`config.mk`:
```
export PLATFORM = sky130hd
export DESIGN_NAME = apc_setup_ctrl
export DESIGN_NICKNAME = d
export VERILOG_FILES = /design/src/hw/apc_pkg.sv /design/src/hw/apc_setup_ctrl.sv /design/src/hw/apc_sync2.sv /design/src/hw/apc_tone_decode.sv
export SDC_FILE = /design/constraint.sdc
export NUM_CORES = 1
export LEC_CHECK = 0
export ABC_AREA = 1
export ABC_CLOCK_PERIOD_IN_PS = 4050
export BUFFER_PORTS_ARGS = -buffer_cell sky130_fd_sc_hd__buf_2
export CAP_MARGIN = 20
export CORE_MARGIN = 1.5
export CORE_UTILIZATION = 40
export DETAILED_ROUTE_END_ITERATION = 10
export GPL_TIMING_DRIVEN = 1
export PLACE_DENSITY_LB_ADDON = 0.15
export SYNTH_ARGS = -nofsm -noshare
export SYNTH_HDL_FRONTEND = slang
export SYNTH_SLANG_ARGS = --single-unit
```
`constraint.sdc`:
```
create_clock -name aclk -period 4.05 [get_ports aclk]
set_input_delay 0.2025 -clock aclk [delete_from_list [all_inputs] [get_ports aclk]]
set_output_delay 0.2025 -clock aclk [all_outputs]
set_load 0.02 [all_outputs]
```
`src/hw/apc_pkg.sv`:
```
// Package for the audio processor setup control block.
// Assumes a 200 MHz aclk and a 32-bit AXI4-Lite register bus.
package apc_pkg;

  // Clock and frame timing
  localparam int unsigned CLK_PERIOD_NS = 5;
  localparam int unsigned FRAME_NS = 125000;
  localparam int unsigned FRAME_CYCLES_DEF = FRAME_NS / CLK_PERIOD_NS;
  localparam int unsigned FRAME_CNT_W = 15;

  // Register byte addresses
  localparam int unsigned ADDR_W = 6;
  localparam logic [5:0] CTRL_ADDR = 6'h00;
  localparam logic [5:0] STATUS_ADDR = 6'h04;
  localparam logic [5:0] IRQ_STAT_ADDR = 6'h08;
  localparam logic [5:0] IRQ_MASK_ADDR = 6'h0c;
  localparam logic [5:0] SIDETONE_ADDR = 6'h10;
  localparam logic [5:0] TONE_ADDR = 6'h14;
  localparam logic [5:0] TX_GAIN_ADDR = 6'h18;
  localparam logic [5:0] RX_GAIN_ADDR = 6'h1c;
  localparam logic [5:0] EAR_GAIN_ADDR = 6'h20;
  localparam logic [5:0] RINGER_ADDR = 6'h24;

  // Control register bit positions
  localparam int unsigned CTRL_AP_EN = 0;
  localparam int unsigned CTRL_RINGER_EN = 1;
  localparam int unsigned CTRL_AUTOZERO = 2;
  localparam int unsigned CTRL_SEL_LS = 3;
  localparam int unsigned CTRL_IRQ_PIN_EN = 4;
  localparam int unsigned CTRL_PD_REQ = 5;
  localparam int unsigned CTRL_SIDETONE_EN = 6;
  localparam int unsigned CTRL_W = 7;
  localparam logic [6:0] CTRL_RESET = 7'h40;

  // Status register bit positions
  localparam int unsigned ST_PD = 0;
  localparam int unsigned ST_SYNC = 1;
  localparam int unsigned ST_EAR_OE = 2;
  localparam int unsigned ST_LS_OE = 3;
  localparam int unsigned ST_ANALOG_REFERENCE_OUTPUT_OE = 4;
  localparam int unsigned ST_TONE_OK = 5;

  // Interrupt bits, shared by status and mask
  localparam int unsigned IRQ_W = 4;
  localparam int unsigned IRQ_F7 = 0;
  localparam int unsigned IRQ_TREQ = 1;
  localparam int unsigned IRQ_SYNC = 2;
  localparam int unsigned IRQ_WAKE = 3;
  localparam logic [3:0] IRQ_MASK_RESET = 4'h0;

  // Sidetone attenuation in dB; all ones means infinite attenuation
  localparam logic [7:0] SIDETONE_RESET = 8'h12;
  localparam logic [7:0] SIDETONE_MUTE = 8'hff;

  // Tone level reference: a 0 dB tone is +3 dBm0
  localparam logic signed [5:0] TONE_REF_DBM0 = 6'sh03;
  localparam logic [7:0] TONE_RESET = 8'h10;
  localparam logic [15:0] GAIN_RESET = 16'h0000;
  localparam logic [7:0] RINGER_RESET = 8'h00;

  // AXI responses
  localparam logic [1:0] RESP_OKAY = 2'h0;
  localparam logic [1:0] RESP_SLVERR = 2'h2;

  typedef struct packed {
    logic [15:0] tx_gain;
    logic [15:0] rx_gain;
    logic [15:0] ear_gain;
    logic [7:0] sidetone;
    logic [7:0] tone;
    logic [7:0] ringer_freq;
  } apc_coef_t;

  localparam apc_coef_t COEF_RESET = '{
    tx_gain: GAIN_RESET,
    rx_gain: GAIN_RESET,
    ear_gain: GAIN_RESET,
    sidetone: SIDETONE_RESET,
    tone: TONE_RESET,
    ringer_freq: RINGER_RESET
  };

  typedef struct packed {
    logic ear_oe;
    logic ls_oe;
    logic analog_reference_output_oe;
  } apc_oe_t;

endpackage

```
`src/hw/apc_setup_ctrl.sv`:
```
// Audio processor setup control: registers, frame-paced coefficient
// transfer, output enables, tone level decode and power-down wake.
// Assumes an AXI4-Lite master on aclk and asynchronous pin inputs.
//
// Contract
// - Sidetone resets to 18 dB attenuation
// - Both disabled: earpiece, reference, loudspeaker high-impedance
// - Processor enabled: unselected output high-impedance
// - Frame-bit-seven wake needs interrupt and pin enabled
// - Timing-request wake needs interrupt and pin enabled
// - Coefficients move to internal buffers once per frame
// - Zero dB tone yields +3 dBm0
// - Tone gain decodes 2 dB steps
// - Tone gain accepts codes 33, 23, 13
`timescale 1ns/1ps
`default_nettype none
module apc_setup_ctrl #(
  parameter int unsigned FRAME_CYCLES = apc_pkg::FRAME_CYCLES_DEF
) (
  input wire logic aclk,
  input wire logic aresetn,
  input wire logic [5:0] s_axi_awaddr,
  input wire logic s_axi_awvalid,
  output logic s_axi_awready,
  input wire logic [31:0] s_axi_wdata,
  input wire logic [3:0] s_axi_wstrb,
  input wire logic s_axi_wvalid,
  output logic s_axi_wready,
  output logic [1:0] s_axi_bresp,
  output logic s_axi_bvalid,
  input wire logic s_axi_bready,
  input wire logic [5:0] s_axi_araddr,
  input wire logic s_axi_arvalid,
  output logic s_axi_arready,
  output logic [31:0] s_axi_rdata,
  output logic [1:0] s_axi_rresp,
  output logic s_axi_rvalid,
  input wire logic s_axi_rready,
  input wire logic line_sync_pin,
  input wire logic frame_bit_seven_pin,
  input wire logic timing_request_pin,
  output apc_pkg::apc_coef_t coef_active,
  output apc_pkg::apc_oe_t out_enable,
  output logic ap_enable,
  output logic ringer_enable,
  output logic autozero_enable,
  output logic sidetone_enable,
  output logic power_down,
  output logic signed [5:0] tone_level_dbm0,
  output logic irq
);
  // Register state
  logic [6:0] ctrl_reg;
  logic [3:0] irq_stat_reg;
  logic [3:0] irq_stat_next;
  logic [3:0] irq_mask_reg;
  apc_pkg::apc_coef_t shadow_reg;
  apc_pkg::apc_coef_t active_reg;
  apc_pkg::apc_oe_t oe_reg;
  logic pd_reg;
  logic irq_reg;
  logic signed [5:0] tone_level_reg;
  logic tone_ok_reg;

  // Bus state
  logic awready_reg;
  logic wready_reg;
  logic aw_hold_reg;
  logic w_hold_reg;
  logic [5:0] awaddr_reg;
  logic [31:0] wdata_reg;
  logic [3:0] wstrb_reg;
  logic bvalid_reg;
  logic [1:0] bresp_reg;
  logic arready_reg;
  logic rvalid_reg;
  logic [31:0] rdata_reg;
  logic [1:0] rresp_reg;

  // Frame timing
  logic [apc_pkg::FRAME_CNT_W-1:0] frame_cnt_reg;
  logic frame_tick_reg;

  // Pin inputs
  logic [2:0] pins_sync;
  logic [2:0] pins_prev_reg;
  logic sync_level;
  logic f7_rise;
  logic treq_rise;
  logic sync_rise;
  logic wake_f7;
  logic wake_treq;

  logic wr_fire;
  logic rd_fire;
  logic [31:0] wmask;
  logic [31:0] wr_old;
  logic [31:0] wr_word;
  logic [31:0] rd_word;
  logic [4:0] tone_atten;
  logic tone_valid;

  apc_sync2 #(.W(3)) u_sync (
    .aclk(aclk),
    .aresetn(aresetn),
    .async_in({timing_request_pin, frame_bit_seven_pin, line_sync_pin}),
    .sync_out(pins_sync)
  );

  apc_tone_decode u_tone (
    .code(active_reg.tone),
    .atten_db(tone_atten),
    .valid(tone_valid)
  );

  // Edge detection on synchronised pins
  always_ff @(posedge aclk) begin
    if (!aresetn) begin
      pins_prev_reg <= 3'h0;
    end else begin
      pins_prev_reg <= pins_sync;
    end
  end

  assign sync_level = pins_sync[0];
  assign sync_rise = pins_sync[0] & ~pins_prev_reg[0];
  assign f7_rise = pins_sync[1] & ~pins_prev_reg[1];
  assign treq_rise = pins_sync[2] & ~pins_prev_reg[2];

  // Wake needs both the event interrupt and the pin enabled
  assign wake_f7 = pd_reg & f7_rise & irq_mask_reg[apc_pkg::IRQ_F7]
    & ctrl_reg[apc_pkg::CTRL_IRQ_PIN_EN];
  assign wake_treq = pd_reg & treq_rise & irq_mask_reg[apc_pkg::IRQ_TREQ]
    & ctrl_reg[apc_pkg::CTRL_IRQ_PIN_EN];

  // Byte-lane mask
  for (genvar i = 0; i < 4; i++) begin : g_lane
    assign wmask[8*i +: 8] = {8{wstrb_reg[i]}};
  end

  function automatic logic [31:0] reg_value(input logic [5:0] a);
    logic [31:0] v;
    v = 32'h0;
    if (a == apc_pkg::CTRL_ADDR) begin
      v[6:0] = ctrl_reg;
    end else if (a == apc_pkg::STATUS_ADDR) begin
      v[apc_pkg::ST_PD] = pd_reg;
      v[apc_pkg::ST_SYNC] = sync_level;
      v[apc_pkg::ST_EAR_OE] = oe_reg.ear_oe;
      v[apc_pkg::ST_LS_OE] = oe_reg.ls_oe;
      v[apc_pkg::ST_ANALOG_REFERENCE_OUTPUT_OE] = oe_reg.analog_reference_output_oe;
      v[apc_pkg::ST_TONE_OK] = tone_ok_reg;
    end else if (a == apc_pkg::IRQ_STAT_ADDR) begin
      v[3:0] = irq_stat_reg;
    end else if (a == apc_pkg::IRQ_MASK_ADDR) begin
      v[3:0] = irq_mask_reg;
    end else if (a == apc_pkg::SIDETONE_ADDR) begin
      v[7:0] = shadow_reg.sidetone;
    end else if (a == apc_pkg::TONE_ADDR) begin
      v[7:0] = shadow_reg.tone;
    end else if (a == apc_pkg::TX_GAIN_ADDR) begin
      v[15:0] = shadow_reg.tx_gain;
    end else if (a == apc_pkg::RX_GAIN_ADDR) begin
      v[15:0] = shadow_reg.rx_gain;
    end else if (a == apc_pkg::EAR_GAIN_ADDR) begin
      v[15:0] = shadow_reg.ear_gain;
    end else if (a == apc_pkg::RINGER_ADDR) begin
      v[7:0] = shadow_reg.ringer_freq;
    end
    return v;
  endfunction

  function automatic logic addr_mapped(input logic [5:0] a);
    return (a[1:0] == 2'h0) && (a <= apc_pkg::RINGER_ADDR);
  endfunction

  assign wr_fire = aw_hold_reg & w_hold_reg & ~bvalid_reg;
  assign rd_fire = s_axi_arvalid & arready_reg;
  // A process, so that register changes re-evaluate the read-back
  always_comb begin
    wr_old = reg_value(awaddr_reg);
    rd_word = reg_value(s_axi_araddr);
  end
  assign wr_word = (wr_old & ~wmask) | (wdata_reg & wmask);

  // Write address and data capture, in either order
  always_ff @(posedge aclk) begin
    if (!aresetn) begin
      awready_reg <= 1'b1;
      wready_reg <= 1'b1;
      aw_hold_reg <= 1'b0;
      w_hold_reg <= 1'b0;
      awaddr_reg <= 6'h00;
      wdata_reg <= 32'h0;
      wstrb_reg <= 4'h0;
    end else begin
      if (s_axi_awvalid && awready_reg) begin
        awready_reg <= 1'b0;
        aw_hold_reg <= 1'b1;
        awaddr_reg <= s_axi_awaddr;
      end
      if (s_axi_wvalid && wready_reg) begin
        wready_reg <= 1'b0;
        w_hold_reg <= 1'b1;
        wdata_reg <= s_axi_wdata;
        wstrb_reg <= s_axi_wstrb;
      end
      if (wr_fire) begin
        aw_hold_reg <= 1'b0;
        w_hold_reg <= 1'b0;
      end
      if (s_axi_bvalid && s_axi_bready) begin
        awready_reg <= 1'b1;
        wready_reg <= 1'b1;
      end
    end
  end

  // Write response
  always_ff @(posedge aclk) begin
    if (!aresetn) begin
      bvalid_reg <= 1'b0;
      bresp_reg <= apc_pkg::RESP_OKAY;
    end else if (wr_fire) begin
      bvalid_reg <= 1'b1;
      bresp_reg <= addr_mapped(awaddr_reg) ? apc_pkg::RESP_OKAY
        : apc_pkg::RESP_SLVERR;
    end else if (s_axi_bready) begin
      bvalid_reg <= 1'b0;
    end
  end

  // Read channel
  always_ff @(posedge aclk) begin
    if (!aresetn) begin
      arready_reg <= 1'b1;
      rvalid_reg <= 1'b0;
      rdata_reg <= 32'h0;
      rresp_reg <= apc_pkg::RESP_OKAY;
    end else if (rd_fire) begin
      arready_reg <= 1'b0;
      rvalid_reg <= 1'b1;
      rdata_reg <= rd_word;
      rresp_reg <= addr_mapped(s_axi_araddr) ? apc_pkg::RESP_OKAY
        : apc_pkg::RESP_SLVERR;
    end else if (rvalid_reg && s_axi_rready) begin
      arready_reg <= 1'b1;
      rvalid_reg <= 1'b0;
    end
  end

  // Software-written registers
  always_ff @(posedge aclk) begin
    if (!aresetn) begin
      ctrl_reg <= apc_pkg::CTRL_RESET;
      irq_mask_reg <= apc_pkg::IRQ_MASK_RESET;
      shadow_reg <= apc_pkg::COEF_RESET;
    end else if (wr_fire) begin
      if (awaddr_reg == apc_pkg::CTRL_ADDR) begin
        ctrl_reg <= wr_word[6:0];
        ctrl_reg[apc_pkg::CTRL_PD_REQ] <= 1'b0;
      end else if (awaddr_reg == apc_pkg::IRQ_MASK_ADDR) begin
        irq_mask_reg <= wr_word[3:0];
      end else if (awaddr_reg == apc_pkg::SIDETONE_ADDR) begin
        shadow_reg.sidetone <= wr_word[7:0];
      end else if (awaddr_reg == apc_pkg::TONE_ADDR) begin
        shadow_reg.tone <= wr_word[7:0];
      end else if (awaddr_reg == apc_pkg::TX_GAIN_ADDR) begin
        shadow_reg.tx_gain <= wr_word[15:0];
      end else if (awaddr_reg == apc_pkg::RX_GAIN_ADDR) begin
        shadow_reg.rx_gain <= wr_word[15:0];
      end else if (awaddr_reg == apc_pkg::EAR_GAIN_ADDR) begin
        shadow_reg.ear_gain <= wr_word[15:0];
      end else if (awaddr_reg == apc_pkg::RINGER_ADDR) begin
        shadow_reg.ringer_freq <= wr_word[7:0];
      end
    end
  end

  // Frame timebase
  always_ff @(posedge aclk) begin
    if (!aresetn) begin
      frame_cnt_reg <= '0;
      frame_tick_reg <= 1'b0;
    end else if (frame_cnt_reg ==
        apc_pkg::FRAME_CNT_W'(FRAME_CYCLES - 1)) begin
      frame_cnt_reg <= '0;
      frame_tick_reg <= 1'b1;
    end else begin
      frame_cnt_reg <= frame_cnt_reg + 1'b1;
      frame_tick_reg <= 1'b0;
    end
  end

  // Internal buffers follow the shadow once per frame
  always_ff @(posedge aclk) begin
    if (!aresetn) begin
      active_reg <= apc_pkg::COEF_RESET;
    end else if (frame_tick_reg) begin
      active_reg <= shadow_reg;
    end
  end

  // Tone level relative to the overload reference
  always_ff @(posedge aclk) begin
    if (!aresetn) begin
      tone_level_reg <= apc_pkg::TONE_REF_DBM0;
      tone_ok_reg <= 1'b1;
    end else begin
      tone_level_reg <= apc_pkg::TONE_REF_DBM0
        - $signed({1'b0, tone_atten});
      tone_ok_reg <= tone_valid;
    end
  end

  // Output drive enables
  always_ff @(posedge aclk) begin
    if (!aresetn) begin
      oe_reg <= '0;
    end else if (!ctrl_reg[apc_pkg::CTRL_AP_EN]
        && !ctrl_reg[apc_pkg::CTRL_RINGER_EN]) begin
      oe_reg <= '0;
    end else begin
      oe_reg.analog_reference_output_oe <= 1'b1;
      oe_reg.ls_oe <= ctrl_reg[apc_pkg::CTRL_SEL_LS];
      oe_reg.ear_oe <= ~ctrl_reg[apc_pkg::CTRL_SEL_LS];
    end
  end

  // Power-down: entered by request, left on an enabled wake event
  always_ff @(posedge aclk) begin
    if (!aresetn) begin
      pd_reg <= 1'b0;
    end else if (wake_f7 || wake_treq) begin
      pd_reg <= 1'b0;
    end else if (wr_fire && awaddr_reg == apc_pkg::CTRL_ADDR
        && wr_word[apc_pkg::CTRL_PD_REQ]) begin
      pd_reg <= 1'b1;
    end
  end

  // Sticky interrupt status; a new event wins over the read clear
  always_comb begin
    irq_stat_next = irq_stat_reg;
    if (rd_fire && s_axi_araddr == apc_pkg::IRQ_STAT_ADDR) begin
      irq_stat_next = 4'h0;
    end
    irq_stat_next[apc_pkg::IRQ_F7] = irq_stat_next[apc_pkg::IRQ_F7] | f7_rise;
    irq_stat_next[apc_pkg::IRQ_TREQ] =
      irq_stat_next[apc_pkg::IRQ_TREQ] | treq_rise;
    irq_stat_next[apc_pkg::IRQ_SYNC] =
      irq_stat_next[apc_pkg::IRQ_SYNC] | sync_rise;
    irq_stat_next[apc_pkg::IRQ_WAKE] =
      irq_stat_next[apc_pkg::IRQ_WAKE] | wake_f7 | wake_treq;
  end

  always_ff @(posedge aclk) begin
    if (!aresetn) begin
      irq_stat_reg <= 4'h0;
      irq_reg <= 1'b0;
    end else begin
      irq_stat_reg <= irq_stat_next;
      irq_reg <= ctrl_reg[apc_pkg::CTRL_IRQ_PIN_EN]
        & (|(irq_stat_next & irq_mask_reg));
    end
  end

  assign s_axi_awready = awready_reg;
  assign s_axi_wready = wready_reg;
  assign s_axi_bvalid = bvalid_reg;
  assign s_axi_bresp = bresp_reg;
  assign s_axi_arready = arready_reg;
  assign s_axi_rvalid = rvalid_reg;
  assign s_axi_rdata = rdata_reg;
  assign s_axi_rresp = rresp_reg;
  assign coef_active = active_reg;
  assign out_enable = oe_reg;
  assign ap_enable = ctrl_reg[apc_pkg::CTRL_AP_EN];
  assign ringer_enable = ctrl_reg[apc_pkg::CTRL_RINGER_EN];
  assign autozero_enable = ctrl_reg[apc_pkg::CTRL_AUTOZERO];
  assign sidetone_enable = ctrl_reg[apc_pkg::CTRL_SIDETONE_EN];
  assign power_down = pd_reg;
  assign tone_level_dbm0 = tone_level_reg;
  assign irq = irq_reg;
endmodule
`default_nettype wire

```
`src/hw/apc_sync2.sv`:
```
// Two-flop synchroniser for pin inputs.
// Assumes the inputs are levels that stay put for several clocks.
`timescale 1ns/1ps
`default_nettype none
module apc_sync2 #(
  parameter int unsigned W = 1
) (
  input wire logic aclk,
  input wire logic aresetn,
  input wire logic [W-1:0] async_in,
  output logic [W-1:0] sync_out
);
  logic [W-1:0] meta_reg;
  logic [W-1:0] sync_reg;

  always_ff @(posedge aclk) begin
    if (!aresetn) begin
      meta_reg <= '0;
      sync_reg <= '0;
    end else begin
      meta_reg <= async_in;
      sync_reg <= meta_reg;
    end
  end

  assign sync_out = sync_reg;
endmodule
`default_nettype wire

```
`src/hw/apc_tone_decode.sv`:
```
// Tone amplitude gain code decoder.
// Assumes a registered code; output is combinational.
`timescale 1ns/1ps
`default_nettype none
module apc_tone_decode (
  input wire logic [7:0] code,
  output logic [4:0] atten_db,
  output logic valid
);
  always_comb begin
    valid = 1'b1;
    case (code)
      8'h37: atten_db = 5'h12;
      8'h33: atten_db = 5'h11;
      8'h32: atten_db = 5'h10;
      8'h31: atten_db = 5'h0e;
      8'h27: atten_db = 5'h0c;
      8'h23: atten_db = 5'h0b;
      8'h22: atten_db = 5'h0a;
      8'h21: atten_db = 5'h08;
      8'h20: atten_db = 5'h06;
      8'h13: atten_db = 5'h05;
      8'h12: atten_db = 5'h04;
      8'h11: atten_db = 5'h02;
      8'h10: atten_db = 5'h00;
      default: begin
        atten_db = 5'h00;
        valid = 1'b0;
      end
    endcase
  end
endmodule
`default_nettype wire

```
# [Yosys cells after proc, flatten, opt, wreduce, memory -nomap -nowiden]
# Index checks and enable logic that the tools add are counted.
[op_classes] n_addsub=2 n_mul=0 div=0 order_cmp=2 eq_ne=32 n_shift=0 n_mux=59 bitwise=36 reduce_logical=34
[ops] operator="$mux W16" n=16
[ops] operator="$mux W8" n=14
[ops] operator="$eq A8 B6 Y1 const B" n=9
[ops] operator="$pmux W5 S12" n=1
[ops] operator="$eq A6 B5 Y1 const B" n=8
[ops] operator="$mux W12" n=4
[ops] operator="$and A16 B16 Y16" n=2
[ops] operator="$eq A8 B5 Y1 const B" n=4
[ops] operator="$eq A6 B4 Y1 const B" n=4
[ops] operator="$eq A6 B6 Y1 const B" n=4
[ops] operator="$mux W10" n=2
[ops] operator="$mux W4" n=5
[ops] operator="$mux W9" n=2
[ops] operator="$not A16 Y16" n=1
[ops] operator="$or A16 B16 Y16" n=1
[ops] operator="$add A15 B1 Y15 const B" n=1
[ops] operator="$eq A15 B15 Y1 const B" n=1
[ops] operator="$mux W7" n=2
[ops] operator="$and A1 B1 Y1" n=13
[ops] operator="$not A1 Y1" n=13
[ops] operator="$reduce_or A13 Y1" n=1
[ops] operator="$eq A6 B3 Y1 const B" n=2
[ops] operator="$le A6 B6 Y1 const B" n=2
[ops] operator="$logic_not A6 Y1" n=2
[ops] operator="21 further kinds" n=51
[totals] reg_bits=246 latch_bits=0 mem_bits_rw=0 mem_bits_ro=0 out_inout_bits=128 wordCells=205 n_memories=0

# [Logic depth before layout (Yosys ltp)]
[logic_depth] word_depth=20 depth_mapped=15

# [By module]
# From an unflattened synthesis, not the netlist that was laid out.
[unflattened] cells_unflattened=1537 hier_area_um2=10921.7
[by_module_without_submodules] module="apc_setup_ctrl" n_inst=1 cells_per_inst=1461 area_each_um2=10475.0
[by_module_without_submodules] module="apc_tone_decode" n_inst=1 cells_per_inst=58 area_each_um2=281.5
[by_module_without_submodules] module="apc_sync2" n_inst=1 cells_per_inst=18 area_each_um2=165.2

# [Least setup slack after synthesis]
# Ideal clock, no wire load.
[synth_timing] path_kind="register to register" startpoint="reg frame_cnt_reg[0] (netlist name)" endpoint="reg frame_cnt_reg[14] (netlist name)" setup_time_ns=0.117 arrival_ns=1.579 t_required_ns=3.933 setup_slack_ns=2.354 stages_incl_launch_ff=13 synth_period_minus_slack_ns=1.696 cell_sequence="dfxtp_1 ha_1 nand2_1 inv_1 nand2_1 nor2_1 nand2_1 nor2_1 nand4_1 nor3_2 nand3_1 nand2_1 nor2_1"
[synth_between] elab_chain_len=2 word_cells_on_any_way=3 cone_classes="add/sub: 1; eq/ne: 1; reduce/logical: 1"
[synth_rtl] element="from (decl)" line_no="apc_setup_ctrl.sv:81" text="logic [apc_pkg::FRAME_CNT_W-1:0] frame_cnt_reg;"
[synth_rtl] element="from (signal assigned)" line_no="apc_setup_ctrl.sv:290" text="frame_cnt_reg <= frame_cnt_reg + 1'b1;"
[synth_rtl] element="branches (longest 2 deep; another with $add A15 B1 Y15)"
# Several ways; the timed one is not identified.
# A chain may end at the register's enable or synchronous reset.

# [Worst setup path after layout]
[layout_timing] startpoint="reg awaddr_reg[0]" endpoint="reg shadow_reg[67] (netlist name)"
[layout_between] elab_chain_len=18 word_cells_on_any_way=31 cone_classes="eq/ne: 8; mux: 15; bitwise: 6; reduce/logical: 2"
[layout_rtl] element="from (decl)" line_no="apc_setup_ctrl.sv:70" text="logic [5:0] awaddr_reg;"
[layout_rtl] element="from (signal assigned)" line_no="apc_setup_ctrl.sv:200" text="awaddr_reg <= s_axi_awaddr;"
[layout_rtl] element="$eq A6 B6 Y1" line_no="apc_setup_ctrl.sv:165" text="end else if (a == apc_pkg::EAR_GAIN_ADDR) begin"
[layout_rtl] element="$mux W8" line_no="apc_setup_ctrl.sv:165"
[layout_rtl] element="$mux W16" line_no="apc_setup_ctrl.sv:163" text="end else if (a == apc_pkg::RX_GAIN_ADDR) begin"
[layout_rtl] element="$mux W16" line_no="apc_setup_ctrl.sv:161" text="end else if (a == apc_pkg::TX_GAIN_ADDR) begin"
[layout_rtl] element="$mux W16" line_no="apc_setup_ctrl.sv:159" text="end else if (a == apc_pkg::TONE_ADDR) begin"
[layout_rtl] element="$mux W16" line_no="apc_setup_ctrl.sv:157" text="end else if (a == apc_pkg::SIDETONE_ADDR) begin"
[layout_rtl] element="$mux W16" line_no="apc_setup_ctrl.sv:155" text="end else if (a == apc_pkg::IRQ_MASK_ADDR) begin"
[layout_rtl] element="$mux W16" line_no="apc_setup_ctrl.sv:153" text="end else if (a == apc_pkg::IRQ_STAT_ADDR) begin"
[layout_rtl] element="[2 not listed]"
[layout_rtl] element="$mux W8" line_no="apc_setup_ctrl.sv:159"
[layout_rtl] element="$mux W8" line_no="apc_setup_ctrl.sv:157"
[layout_rtl] element="$mux W12" line_no="apc_setup_ctrl.sv:155"
[layout_rtl] element="$mux W12" line_no="apc_setup_ctrl.sv:153"
[layout_rtl] element="$mux W10" line_no="apc_setup_ctrl.sv:146" text="end else if (a == apc_pkg::STATUS_ADDR) begin"
[layout_rtl] element="$mux W9" line_no="apc_setup_ctrl.sv:144" text="if (a == apc_pkg::CTRL_ADDR) begin"
[layout_rtl] element="$and A16 B16 Y16" line_no="apc_setup_ctrl.sv:184" text="assign wr_word = (wr_old & ~wmask) | (wdata_reg & wmask);"
[layout_rtl] element="$or A16 B16 Y16" line_no="apc_setup_ctrl.sv:184"
[layout_rtl] element="to (signal assigned)" line_no="apc_setup_ctrl.sv:257" text="shadow_reg <= apc_pkg::COEF_RESET;"
[layout_rtl] element="to (decl)" line_no="apc_setup_ctrl.sv:57" text="apc_pkg::apc_coef_t shadow_reg;"
# Parallel ways exist; a longest one is shown, timed or not. The select of a mux whose other input is x is not followed.

==> flow_summary.ini <==
[setup_path]
start_kind = flip-flop
r2r-start = awaddr_reg[0]
path_class = flip-flop to flip-flop
r2r_cells = 8
endpoint = shadow_reg[67]
cp-startpoint = awaddr_reg[0]
r2r-end = shadow_reg[67]
reg2reg_setup_slack_ns = 1.41
crit_required_ns = 4.52
critPathArrivalTime_ns = 3.11
end_kind = flip-flop
cp_max_fo = 21

[yosys]
yosysTopAreaCellShare_pct = 45.3
async_flop_share_pct = 0
synth_area_leaders = dfxtp_1 (45%), a21oi_1 (9.5%), nand2_1 (8.8%), inv_1 (7.2%), o21ai_0 (6.9%)
synth-seq-cells = 244
yosysTopAreaCell = dfxtp_1
synth.distinct_cells = 43
ys.flop_type = dfxtp_1
synth_area_um2 = 10800
synth-edff-count = 0
syn_inst = 1540
synth-seq-area-share_pct = 45.3
yosys_warnings = 0
postSynthAreaPerCell_um2 = 7.01

[global_routing]
overflow = 0
grt_pass1_wl_um = 54300
antenna_found_initial = 0
grt_max_degree = 97
grt_use_total_pct = 24.7
grt_pass1_vias = 9571

[cts]
clk_pin_slew_worst_paths_ns = 0.06
post-cts-setup-buffers = 0
clock-sinks = 244
numCtsBuffers = 27
htree_levels = 1
clk_latency_ns = 0.55
cts-root-buf = clkbuf_16
cts_tree = built
clockBufferDepth = 3

[pwr]
max-vdd-ir-drop_mv = 0.301
power_uw = 5420
total_leakage_power_uw = 0.00603
p_per_area_nw_per_um2 = 419

[placement]
routabilityCongestion = 0.997
place_hpwl_um = 24900
port_buffers = 149

[timing]
period_minus_slack_ns = 2.64
rsz0062_at_grt = false
tightest_slew_ns = 1.14
setup_viol_count_final = 0
finalSetupTns_ns = 0
fin_skew_ns = 0.0315
slew_violations = 0
hold_viol = 0
maxSlewHeadroom_pct = 23.9
fmax_ghz = 0.378
finalCritPeriodShare_pct = 65.3

[finish]
drive_gt1_share_pct = 14.5
syn_to_final_growth_pct = 19.8
antenna_cells = 0
nets = 1750

[floorplan]
die_x_um = 167
ios = 186
die_area_um2 = 28000
start_util_pct = 41.1
die_h_um = 167
coreArea_um2 = 26300
num_rows = 59

[worst_hold_path]
hold_class = input pin to flip-flop

[status]
run_status = completed

[routing]
via_per_inst = 5.17
wl_per_cell_um = 17.1
vias = 10600
routed_wl_um = 35000
drt_pass1_iterations = 5
postRouteAntennaNets = 0
drt_iter0_drc = 968
drc = 0

[run]
maxCapViolations = 0
-- cells by family (layout without fill, tap and decap cells) --
logic type	after synthesis	count (layout)	synth area share [%]
AND/OR/NAND/NOR	574	574	22.7
AO/OA/AOI/OAI	409	409	20.0
buffers and inverters	308	461	11.5
flip-flops	244	244	45.3
adder cells (fa/ha/maj)	2	2	0.232
XOR/XNOR	2	2	0.162
other	1	18	0.0347
-- through the flow --
step	hold WS, ns	instances	worst slack (ns)	util [%]	cell area (um^2)
floorplan	0.300	1557	2.35	-	10900
global placement	0.395	1968	1.52	44.5	11700
detailed placement	0.387	1968	1.48	44.5	11700
CTS	0.00164	2045	1.46	49.2	12900
global route	0.0281	2045	1.18	49.2	12900
finish	0.0105	2045	1.41	49.2	12900
-- report_power, final --
group / internal (uW) / switching [uW]
combinational: 112 / 289
clock: 1550 / 993
sequential: 2440 / 36.0
total: 4100 / 1320
-- layout by cell type (no fill, tap or decap), types with 11 or more instances in the layout --
master | synthesis | final
dfxtp_1 | 244 | 243
nor3_1 | 25 | 25
inv_1 | 207 | 207
nor2_1 | 175 | 175
o211ai_1 | 20 | 20
o21ai_0 | 148 | 148
clkbuf_16 | 0 | 27
nand3_1 | 76 | 76
dlygate4sd3_1 | 0 | 28
clkbuf_8 | 0 | 11
o21ai_1 | 11 | 11
buf_4 | 20 | 12
inv_2 | 13 | 14
nand4_1 | 13 | 13
conb_1 | 1 | 18
nand2_1 | 252 | 252
a21oi_1 | 205 | 205
buf_2 | 10 | 148
-- area by class of cell --
cell class                      instances  area [um^2]
Fill cell                            2668        13400
Sequential cell                       244         4890
Multi-Input combinational cell       1005         4730
Timing Repair Buffer                  188         1110
Inverter                              224          841
Clock buffer                           40          835
Tap cell                              335          419
Clock inverter                          9          103
-- per-layer routing --
metal / wire length, um / track usage, % / vias to the layer above / share of wire, %
met5: 0 / 0 / - / 0
met4: 686 / 6.03 / 0 / 2.0
met3: 2780 / 3.81 / 51 / 7.9
met2: 15000 / 38.1 / 436 / 43
met1: 16500 / 35.9 / 4809 / 47
li1: - / - / 5275 / -
-- synthesized netlist by cell type (2+ instances only) --
library cell / number
nand2_1: 252
dfxtp_1: 244
inv_1: 207
a21oi_1: 205
nor2_1: 175
o21ai_0: 148
nand3_1: 76
clkbuf_1: 51
nor3_1: 25
buf_4: 20
o211ai_1: 20
inv_2: 13
nand4_1: 13
o21ai_1: 11
buf_2: 10
nand2_2: 7
o221ai_1: 7
nor2_2: 6
nor2_4: 5
o22ai_1: 5
clkinv_1: 4
buf_1: 3
nand3_2: 3
nor3_2: 3
nor3b_1: 3
o21a_1: 3
a21boi_0: 2
a31oi_1: 2
ha_1: 2
xor2_1: 2
-- repair_timing --
item                                   CTS  global route
gates resized for setup                  0             0
endpoints found under the hold margin   31             0
hold buffers                            28             0
-- worst max-delay path, cell delays in order (launching register included) --
cell	delay (ns)
dfxtp_1	0.31
nor2_2	0.42
nand3_1	0.36
buf_4	0.32
nor2_1	0.34
inv_1	0.42
a21oi_1	0.22
o21ai_0	0.11
inv_1	0.08
-- worst min path at each step --
stage | start | endpoint | slack [ns] | cells after the start
after floorplan | line_sync_pin | u_sync.meta_reg[0] | 0.30 | 2
after global placement | line_sync_pin | u_sync.meta_reg[0] | 0.40 | 3
after detailed placement | frame_bit_seven_pin | u_sync.meta_reg[1] | 0.39 | 3
after CTS | s_axi_awaddr[5] | awaddr_reg[5] | 0.002 | 3
after global routing | s_axi_wstrb[1] | wstrb_reg[1] | 0.03 | 3
final | s_axi_wstrb[1] | wstrb_reg[1] | 0.01 | 3
Note: power is estimated with default switching activity, not from simulation.
